File: config.mk
export PLATFORM = sky130hd
export DESIGN_NAME = fimb_top
export DESIGN_NICKNAME = d
export VERILOG_FILES = /design/src/design/fimb_pkg.sv /design/src/design/fimb_top.sv
export SDC_FILE = /design/constraint.sdc
export NUM_CORES = 1
export LEC_CHECK = 0
export ABC_CLOCK_PERIOD_IN_PS = 2800
export BUFFER_PORTS_ARGS = -buffer_cell sky130_fd_sc_hd__buf_4
export CORE_AREA = 10 10 108 110
export DETAILED_ROUTE_END_ITERATION = 8
export DIE_AREA = 0 0 118 120
export PLACE_DENSITY = 0.71
export SETUP_SLACK_MARGIN = 0.3
export SLEW_MARGIN = 20
export SYNTH_ARGS = -nofsm -noshare
export SYNTH_HDL_FRONTEND = slang
export SYNTH_SLANG_ARGS = --single-unit
File: constraint.sdc
create_clock -name clk_sys_i -period 2.8 [get_ports clk_sys_i]
set_input_delay 0.14 -clock clk_sys_i [delete_from_list [all_inputs] [get_ports clk_sys_i]]
set_output_delay 0.14 -clock clk_sys_i [all_outputs]
set_load 0.005 [all_outputs]
File: src/design/fimb_pkg.sv
package fimb_pkg;

	// ==========================================================
	// register map, word offsets on the host register port
	localparam logic [15:0] DIP_EN_OFFSET   = 16'h0408;
	localparam logic [15:0] ERR_EN_OFFSET   = 16'h0409;

	// ==========================================================
	// dip enable register layout
	localparam int          DIP_BITS        = 10;
	localparam int          DIP_PHASE_LSB   = 0;
	localparam int          DIP_AUX_LSB     = 6;
	localparam logic [31:0] DIP_EN_RESET    = 32'h0000_0000;

	// ==========================================================
	// error enable register layout
	localparam int          ERR_INIT_BIT    = 0;
	localparam int          ERR_INT_LO_LSB  = 1;
	localparam int          ERR_CRC_BIT     = 6;
	localparam int          ERR_INT5_BIT    = 7;
	localparam int          ERR_RATE_BIT    = 8;
	localparam int          ERR_CONV_LSB    = 9;
	localparam int          ERR_INT6_BIT    = 21;
	localparam int          ERR_INT7_BIT    = 22;
	localparam int          ERR_BITS        = 23;
	localparam logic [31:0] ERR_EN_RESET    = 32'h007F_FFFF;

endpackage : fimb_pkg

File: src/design/fimb_top.sv
// How it works
// - dip enables bits 0..5: phase A/B/C voltage then current
// - aux channel 0..3 dip enables at bits 6..9
// - dip flag high while channel in dip; interrupt only when enabled
// - dip enables read/write by software, reset to zero
// - internal fault enables at bits 1-5, 7, 21, 22
// - converter n status word k enable at bit 9+3n+k, any bit set
// - bit 8 enables interrupt on sample-rate fault
// - bit 6 enables interrupt on converter CRC failure
// - bit 0 enables interrupt on converter initialization fault
// - error enables reset to one; bits 31..23 read zero, not writable
`timescale 1ns/10ps
module fimb_top #(
	parameter int CONVERTERS = 4,
	parameter int WORDS      = 3
) (
	input  wire logic                          clk_sys_i,
	input  wire logic                          rst_i,
	// host register port
	input  wire logic                          reg_wr_i,
	input  wire logic                          reg_rd_i,
	input  wire logic [15:0]                   reg_addr_i,
	input  wire logic [31:0]                   reg_wdata_i,
	output logic      [31:0]                   reg_rdata_o,
	// event sources, same clock domain
	input  wire logic [9:0]                    sag_flag_i,
	input  wire logic [7:0]                    int_fault_i,
	input  wire logic [CONVERTERS*WORDS*16-1:0] conv_status_i,
	input  wire logic                          rate_fault_i,
	input  wire logic                          crc_fault_i,
	input  wire logic                          init_fault_i,
	// masked requests
	output logic                               sag_irq_o,
	output logic                               fault_irq_o,
	output logic                               irq_o
);

	// ==========================================================
	// enable registers
	logic [31:0] dip_en_q;
	logic [31:0] err_en_q;
	logic [9:0]  sag_en;
	logic [22:0] err_src;
	logic        sag_hit;
	logic        err_hit;

	// dip enables: low ten bits only, swell half is another block's
	always_ff @(posedge clk_sys_i or posedge rst_i) begin
		if (rst_i) begin
			dip_en_q <= fimb_pkg::DIP_EN_RESET;
		end else if (reg_wr_i && reg_addr_i == fimb_pkg::DIP_EN_OFFSET) begin
			dip_en_q <= {22'h00_0000, reg_wdata_i[fimb_pkg::DIP_BITS-1:0]};
		end
	end

	// error enables: reserved top bits never stored
	always_ff @(posedge clk_sys_i or posedge rst_i) begin
		if (rst_i) begin
			err_en_q <= fimb_pkg::ERR_EN_RESET;
		end else if (reg_wr_i && reg_addr_i == fimb_pkg::ERR_EN_OFFSET) begin
			err_en_q <= {9'h000, reg_wdata_i[fimb_pkg::ERR_BITS-1:0]};
		end
	end

	// read mux, registered; unmapped words read zero
	// one cycle of latency buys a word that stands until the next read
	always_ff @(posedge clk_sys_i or posedge rst_i) begin
		if (rst_i) begin
			reg_rdata_o <= 32'h0000_0000;
		end else if (reg_rd_i) begin
			case (reg_addr_i)
				fimb_pkg::DIP_EN_OFFSET: reg_rdata_o <= dip_en_q;
				fimb_pkg::ERR_EN_OFFSET: reg_rdata_o <= err_en_q;
				default:                 reg_rdata_o <= 32'h0000_0000;
			endcase
		end
	end

	// ==========================================================
	// source vector in error enable bit order
	// fixed map, so a mask bit and its source cannot drift apart
	assign sag_en = dip_en_q[fimb_pkg::DIP_BITS-1:0];
	assign err_src[fimb_pkg::ERR_INIT_BIT] = init_fault_i;
	assign err_src[fimb_pkg::ERR_INT_LO_LSB +: 5] = int_fault_i[4:0];
	assign err_src[fimb_pkg::ERR_CRC_BIT]  = crc_fault_i;
	assign err_src[fimb_pkg::ERR_INT5_BIT] = int_fault_i[5];
	assign err_src[fimb_pkg::ERR_RATE_BIT] = rate_fault_i;
	assign err_src[fimb_pkg::ERR_INT6_BIT] = int_fault_i[6];
	assign err_src[fimb_pkg::ERR_INT7_BIT] = int_fault_i[7];

	// one reduction per status word: any set bit counts
	generate
		for (genvar i = 0; i < CONVERTERS*WORDS; i++) begin : g_conv
			assign err_src[fimb_pkg::ERR_CONV_LSB + i] = |conv_status_i[i*16 +: 16];
		end
	endgenerate

	// level flags gated by enables, no latching here
	// clearing a flag upstream drops the request on the next edge
	assign sag_hit = |(sag_flag_i & sag_en);
	assign err_hit = |(err_src & err_en_q[fimb_pkg::ERR_BITS-1:0]);

	// ==========================================================
	// registered requests, one cycle behind the flags
	// the flop costs a cycle but keeps the request pins free of glitches
	always_ff @(posedge clk_sys_i or posedge rst_i) begin
		if (rst_i) begin
			sag_irq_o   <= 1'b0;
			fault_irq_o <= 1'b0;
			irq_o       <= 1'b0;
		end else begin
			sag_irq_o   <= sag_hit;
			fault_irq_o <= err_hit;
			irq_o       <= sag_hit | err_hit;
		end
	end
endmodule : fimb_top

# Word-level counts from Yosys, hierarchy flattened
# Cells that the tools add are included.
dict set report totals {
  ff_bits 68
  in_bits 265
}
dict set report classes {
  eq_ne 2
  n_mux 1
  n_bitwise 3
  n_reduce_logical 16
}
# cell count
set op_table {}
lappend op_table {{OR reduction 16 bit} 12}
lappend op_table {{one-hot mux 23 bit (2 select lines)} 1}
lappend op_table {{== test 16 x 11 -> 1 bit (second input constant)} 2}
lappend op_table {{bitwise AND 23 bit} 1}
lappend op_table {{OR reduction 23 bit} 1}
lappend op_table {{bitwise AND 10 bit} 1}
lappend op_table {{OR reduction 10 bit} 1}
lappend op_table {{logical AND 1 bit} 2}
lappend op_table {{bitwise OR 1 bit} 1}

# Longest topological paths before layout
# Gate-level depths: netlist (run 1).
dict set report depth {
  depth_word 4
  mapped_depth 7
  depth_no_buf 6
}

# Worst setup path before layout (run 1)
# Ideal clock, no wire load.
dict set report synth_timing {
  path_kind {input to register}
  from {input port reg_addr_i[1]}
  to {register dip_en_q[0]}
  setup_time_ns 0.125
  arrival_time_ns 1.380
  path_slack_ns 1.296
  stages 6
  path_cell_list {nor4_1 > nand3_1 > nor4_4 > and3_1 > buf_4 > mux2_2}
}
dict set report synth_between {
  elab_chain_cells 2
}
# item line
set synth_lines {}
lappend synth_lines {{from (decl)} fimb_top.sv:22} ;# input wire logic [15:0] reg_addr_i,
lappend synth_lines {{== test 16 x 11 -> 1 bit} fimb_top.sv:51} ;# end else if (reg_wr_i && reg_addr_i == fimb_pkg::DIP_EN_OFFSET) begin
lappend synth_lines {{logical AND 1 bit} fimb_top.sv:51}
lappend synth_lines {{to (signal assigned)} fimb_top.sv:50} ;# dip_en_q <= fimb_pkg::DIP_EN_RESET;
lappend synth_lines {{to (signal assigned)} fimb_top.sv:52} ;# dip_en_q <= {22'h00_0000, reg_wdata_i[fimb_pkg::DIP_BITS-1:0]};
lappend synth_lines {{to (decl)} fimb_top.sv:40} ;# logic [31:0] dip_en_q;
# No other way between the ends.
# A chain may end at the register's enable or synchronous reset.

# Worst setup path after layout (run 1)
dict set report layout_timing {
  from {input port reg_addr_i[1]}
  to {register err_en_q[8]}
}
dict set report layout_between {
  elab_chain_cells 2
}
# item line
set layout_lines {}
lappend layout_lines {{== test 16 x 11 -> 1 bit} fimb_top.sv:60} ;# end else if (reg_wr_i && reg_addr_i == fimb_pkg::ERR_EN_OFFSET) begin
lappend layout_lines {{logical AND 1 bit} fimb_top.sv:60}
lappend layout_lines {{to (signal assigned)} fimb_top.sv:59} ;# err_en_q <= fimb_pkg::ERR_EN_RESET;
lappend layout_lines {{to (signal assigned)} fimb_top.sv:61} ;# err_en_q <= {9'h000, reg_wdata_i[fimb_pkg::ERR_BITS-1:0]};
lappend layout_lines {{to (decl)} fimb_top.sv:41} ;# logic [31:0] err_en_q;
# No other way between the ends.

==> impl_metrics.toml, run 1 <==
[synthesis]
synth.mux.area_fraction = 0.181
avgSynthCellArea_sq_um = 12.7
synth-xor-area-share = 0
synthTopCellsByArea = "dfrtp_1 (30%), dfstp_2 (20%), nor4_1 (10%)"
synthAdderAreaFrac = 0
syn_inst = 238
ys_seq_area_frac = 0.499
synth_top_family_by_area = "multiplexers"
synth.top_cell.area_share = 0.299
synth_edf_count = 0
ys.warnings.count = 0
synth_common_cells = "nor4_1 (49), dfrtp_1 (36), dfstp_2 (23), mux2_4 (20), a22o_1 (15)"
async_reset_ff_frac = 1.00
synth-main-ff-cell = "dfrtp_1"
post-synth-top-count-cell = "nor4_1"
yosys.area.top_type = "dfrtp_1"
synth-simple-area-share = 0.168
ys_seq_elements = 59
yosysUniqueCellTypes = 27
synth_compound_area_frac = 0.107
syn-cell-area_sq_mm = 0.00302

[global_route]
overflow = 0
grt_pass1_vias = 3597
grt_pass1_wl_microns = 21400
grt_max_degree = 26
grtUsageTotal = 0.193
antenna_found_initial = 1

[floorplan]
top_level_ports = 300
die_w_microns = 118
row_count = 36
start_util = 0.316
core_sq_mm = 0.00955
die_area_sq_mm = 0.0142
die_h_microns = 120

[critical_path]
r2r_setup_slack_ps = 1210
critical_path_class = "input pin to flip-flop"
cp_slowest_cell = "buf_4"
cp_max_fo = 14
crit_end = "err_en_q[8]"
cpPeakStageDelay_ps = 370
critPathArrivalTime_ps = 2010
critPathLaunchType = "input pin"
critPathLaunch = "reg_addr_i[1]"
critPathRequiredTime_ps = 3060
cpMostUsedCell = "buf_4"
end_kind = "flip-flop"
crit_chain = "buf_4 -> nor4_1 -> nand3_1 -> nor4_4 -> nand3_2 -> buf_4 -> mux2_4"
path_depth = 7
reg2reg_from = "err_en_q[1]"
crit_buf_inv = 2
r2r_cells = 6
reg2reg_to = "irq_o"
critPathTopFamily = "simple AND/OR/NAND/NOR gates"

[pwr]
seqPwrFrac = 0.438
p_leak_nw = 2.73
swShare = 0.220
power_frac_clock = 0.390
power.switching_uw = 430
vdd_ir_drop_max_mv = 0.278
internal-power_mw = 1.52
power.density_mw_per_mm2 = 359
combPwrFrac = 0.172

[cells_and_area]
final_nets = 791
layout-drive-gt1-share = 0.682
ff_latch_area_sq_mm = 0.00151
syn_to_final_growth_pct = 80.4
fillCellCount = 851
multi_input_area_sq_mm = 0.00141
finish.utilization = 0.570

[cts]
h-tree-depth = 3
clock-root-buffer = "clkbuf_8"
postCtsResizedCells = 0
post_cts_buffers = 0
clock_path_buffers = 2
cts_made_buffers = 9
cts_tree = "yes"
clkLatencyLatePin_ps = 340
cts.sinks = 59
ctsHoldBuffers = 1
clk_pin_slew_ps = 70

[sta]
rsz0062_at_grt = "no"
fin_crit_sh = 0.623
slew_violations = 0
tightest_slew_ps = 879
fin_skew_ps = 10.4
relSlewSlack = 0.414
setup_viol = 0
finalHoldViolations = 0
worst_slack_ps = 1060
finalSetupTns_ps = 0
post-route-min-period_ps = 1740
fmax_mhz = 574

[placed_design]
port_buffers = 281
hpwl_microns = 12700
post-place-ws_ps = 704
gp_congestion = 0.810

[job]
max_cap_viol_count = 0

[detailed_routing]
wl_per_cell_microns = 22.1
drt_wl_total_microns = 14700
antenna_left = 0
firstDrtPassIters = 4
drt_iter0_markers = 120
via_per_inst = 4.96
drcViolationCount = 0
vias = 3300

[status]
status = "completed"

[worst_hold_path]
min_from = "reg_wdata_i[18]"
hp-class = "input pin to flip-flop"
==> worst min-delay path by stage <==
stage / endpoint / slack, ps / cells past startpoint
after floorplan: err_en_q[0] / 290 / 1
after global placement: reg_rdata_o[5] / 120 / 2
after detailed placement: dip_en_q[5] / 120 / 2
after CTS: err_en_q[18] / 20 / 2
after global routing: err_en_q[15] / 20 / 2
final: err_en_q[18] / 30 / 2
==> flip-flops by register name, indices dropped and copies added, names as in the netlist <==
name	flops
dip_en_q	10
err_en_q	23
fault_irq_o	1
irq_o	1
reg_rdata_o	23
sag_irq_o	1
==> cells in the final DEF, fill, tap and decap left out, drive strengths merged, types with 9 or more instances in the layout <==
cell type	n
a22o	15
a22oi	9
buf	285
clkbuf	11
conb	9
dfrtp	36
dfstp	23
mux2	33
mux2i	10
nand4	14
nor4	50
o2bb2ai	10
==> cell type report <==
type,instances,area share
antenna,1,0.000460
clock buffer,11,0.0260
clock inverter,5,0.00966
inverter,3,0.00207
multi-input combinational,167,0.260
sequential,59,0.277
tap,133,0.0306
timing repair buffer,286,0.395
==> through the flow <==
| step | total power [mW] | cell area (sq um) | hold WS [ps] | std cells |
|---|---|---|---|---|
| final | 1.95 | 5440 | 34.8 | 665 |
| after global routing | 2.04 | 5440 | 23.6 | 665 |
| after CTS | 1.98 | 5440 | 18.1 | 664 |
| after detailed placement | 1.21 | 5240 | 123 | 647 |
| after global placement | 1.20 | 5240 | 119 | 647 |
| after floorplan | 0.920 | 3050 | 288 | 246 |
==> layer usage <==
metal,vias to the layer above,wire [microns],GRT usage
met3,24,677,0.0375
met2,156,7740,0.346
met5,-,0,0
li1,1537,-,-
met1,1583,5930,0.223
met4,0,359,0.0734
==> power groups by stage <==
stage                     clock, mW  combinational (mW)  sequential [mW]
after floorplan                   0              0.0508            0.869
after global placement            0               0.327            0.869
after detailed placement          0               0.337            0.869
after CTS                     0.784               0.339            0.855
after global routing          0.821               0.360            0.854
final                         0.762               0.337            0.855
==> kinds of logic after synthesis <==
kind of cell,Yosys count
DFF,59
and+or+nand+nor,77
muxes,43
AOI/OAI and AO/OA,38
buffers and inverters,20
other,1
(Power assumes the default switching activity.)
==> run 2, diff against run 1 <==
--- a/config.mk
+++ b/config.mk
@@ -5,12 +5,12 @@
 export SDC_FILE = /design/constraint.sdc
 export NUM_CORES = 1
 export LEC_CHECK = 0
-export ABC_CLOCK_PERIOD_IN_PS = 2800
+export ABC_CLOCK_PERIOD_IN_PS = 1800
 export BUFFER_PORTS_ARGS = -buffer_cell sky130_fd_sc_hd__buf_4
-export CORE_AREA = 10 10 108 110
+export CORE_AREA = 10 10 109 111
 export DETAILED_ROUTE_END_ITERATION = 8
-export DIE_AREA = 0 0 118 120
-export PLACE_DENSITY = 0.71
+export DIE_AREA = 0 0 119 121
+export PLACE_DENSITY = 0.7
 export SETUP_SLACK_MARGIN = 0.3
 export SLEW_MARGIN = 20
 export SYNTH_ARGS = -nofsm -noshare
==> constraint.sdc (replaced) <==
create_clock -name clk_sys_i -period 1.8 [get_ports clk_sys_i]
set_input_delay 0.09 -clock clk_sys_i [delete_from_list [all_inputs] [get_ports clk_sys_i]]
set_output_delay 0.09 -clock clk_sys_i [all_outputs]
set_load 0.005 [all_outputs]
==> run 2 against run 1 <==
  * Critical path type is now flip-flop to flip-flop
  * Critical endpoint is now fault_irq_o
  * Setup slack worse by 720 ps
  * Sequential share of layout area down 1.8 points
  * First-iteration DRC count decreased by 17%
  * Non-clock buffer count up 28
  * Sequential power grew 56%
  * Combinational power grew 69%
==> impl_metrics.toml, run 2 (synthesized netlist as in run 1, its figures left out) <==
[floorplan]
die_w_microns = 119
top_level_ports = 300
start_util = 0.313
die_h_microns = 121
row_count = 36
die_area_sq_mm = 0.0144
core_sq_mm = 0.00964

[sta]
post-route-min-period_ps = 1470
relSlewSlack = 0.654
finalHoldViolations = 0
fin_crit_sh = 0.815
tightest_slew_ps = 518
setup_viol = 0
slew_violations = 0
fin_skew_ps = 7.67
hold_ws_ps = 68.7
finalSetupTns_ps = 0
rsz0062_at_grt = "yes"
fmax_mhz = 682

[pwr]
power.density_mw_per_mm2 = 590
vdd_ir_drop_max_mv = 0.349
p_leak_nw = 2.89

[critical_path]
critical_path_class = "flip-flop to flip-flop"
critPathLaunch = "err_en_q[1]"
r2r_cells = 6
critPathRequiredTime_ps = 1980
end_kind = "flip-flop"
cp_max_fo = 2
critPathArrivalTime_ps = 1640
reg2reg_from = "err_en_q[1]"
critPathLaunchType = "flip-flop"
r2r_setup_slack_ps = 330
reg2reg_to = "fault_irq_o"

[cells_and_area]
top_regs = "err_en_q: 23 flops, reg_rdata_o: 23 flops, dip_en_q: 10 flops"
layout-drive-gt1-share = 0.662
final_cell_mix = "buf_4 (287), nor4_1 (49), dfrtp_1 (36)"
n_antenna_cell = 0
final_nets = 819
fillCellCount = 812
syn_to_final_growth_pct = 93.0
layout_commonest_cell = "buf_4"

[placed_design]
gp_congestion = 0.905
port_buffers = 281
hpwl_microns = 12600

[global_route]
overflow = 0
grtUsageTotal = 0.195
antenna_found_initial = 0
grt_pass1_vias = 3803
grt_max_degree = 38
grt_pass1_wl_microns = 22000

[worst_hold_path]
hp-class = "input pin to flip-flop"
min_from = "sag_flag_i[6]"
hold-path-cell-count = 3
hold-path-endpoint = "sag_irq_o"

[cts]
cts_made_buffers = 9
clkLatencyLatePin_ps = 320
h-tree-depth = 3
cts_tree = "yes"
clock_path_buffers = 2
clock-root-buffer = "clkbuf_8"
cts.sinks = 59
clk_pin_slew_ps = 70

[status]
status = "completed"

[job]
max_cap_viol_count = 0

[detailed_routing]
drt_iter0_markers = 100
drcViolationCount = 0
firstDrtPassIters = 4
vias = 3371
via_per_inst = 4.87
wl_per_cell_microns = 21.6
drt_wl_total_microns = 14900
antenna_left = 0
## run 2: per-layer routing
| layer | up-vias | track usage | wire [microns] |
|---|---|---|---|
| li1 | 1590 | - | - |
| met1 | 1617 | 0.214 | 5720 |
| met2 | 151 | 0.369 | 8190 |
| met3 | 13 | 0.0442 | 859 |
| met4 | 0 | 0.0458 | 160 |
| met5 | - | 0 | 0 |
## run 2: how the worst max path moves through the flow
stage / end / slack, ps / cells past startpoint
detailed placement: dip_en_q[1] / 70 / 7
floorplan: dip_en_q[0] / 350 / 6
global placement: dip_en_q[6] / 110 / 7
finish: fault_irq_o / 330 / 6
CTS: fault_irq_o / 290 / 6
global route: fault_irq_o / 230 / 6
## run 2: critical path: stages, from the launching register on
cell and delay (ps):
dfstp_2 370, a22o_1 210, a221oi_2 190, and3_1 200, nand4_1 110, nor2_2 150
nand3_1 100
## run 2: layout make-up
class / count / area, sq um / area share
clock buffer: 12 / 165 / 0.0284
clock inverter: 4 / 95.1 / 0.0163
inverter: 3 / 15.0 / 0.00258
multi-input combinational: 167 / 1420 / 0.244
sequential: 59 / 1510 / 0.258
tap: 133 / 166 / 0.0286
timing repair buffer: 314 / 2450 / 0.422
## run 2: where the power goes
group	internal [mW]	switching [mW]	total (mW)
clock network	1.03	0.507	1.54
logic	0.408	0.160	0.569
registers	1.33	0.000370	1.33
total	2.77	0.667	3.44
## run 2: per-stage QoR
stage,instances,setup WS [ps],instance area (sq um),utilization,power (mW)
floorplan,246,346,3050,-,1.43
detailed placement,651,74.3,5310,0.550,1.88
CTS,691,293,5820,0.603,3.47
global route,692,235,5820,0.604,3.58
finish,692,333,5820,0.604,3.44
global placement,651,114,5310,0.550,1.86
## run 2: what timing repair did
| action | CTS | global route |
|---|---|---|
| hold buffers | 24 | 0 |
| buffers inserted | 0 | 1 |
| gates resized for setup | 2 | 0 |
| setup endpoints to repair | 2 | 2 |
| endpoints found under the hold margin | 44 | 0 |
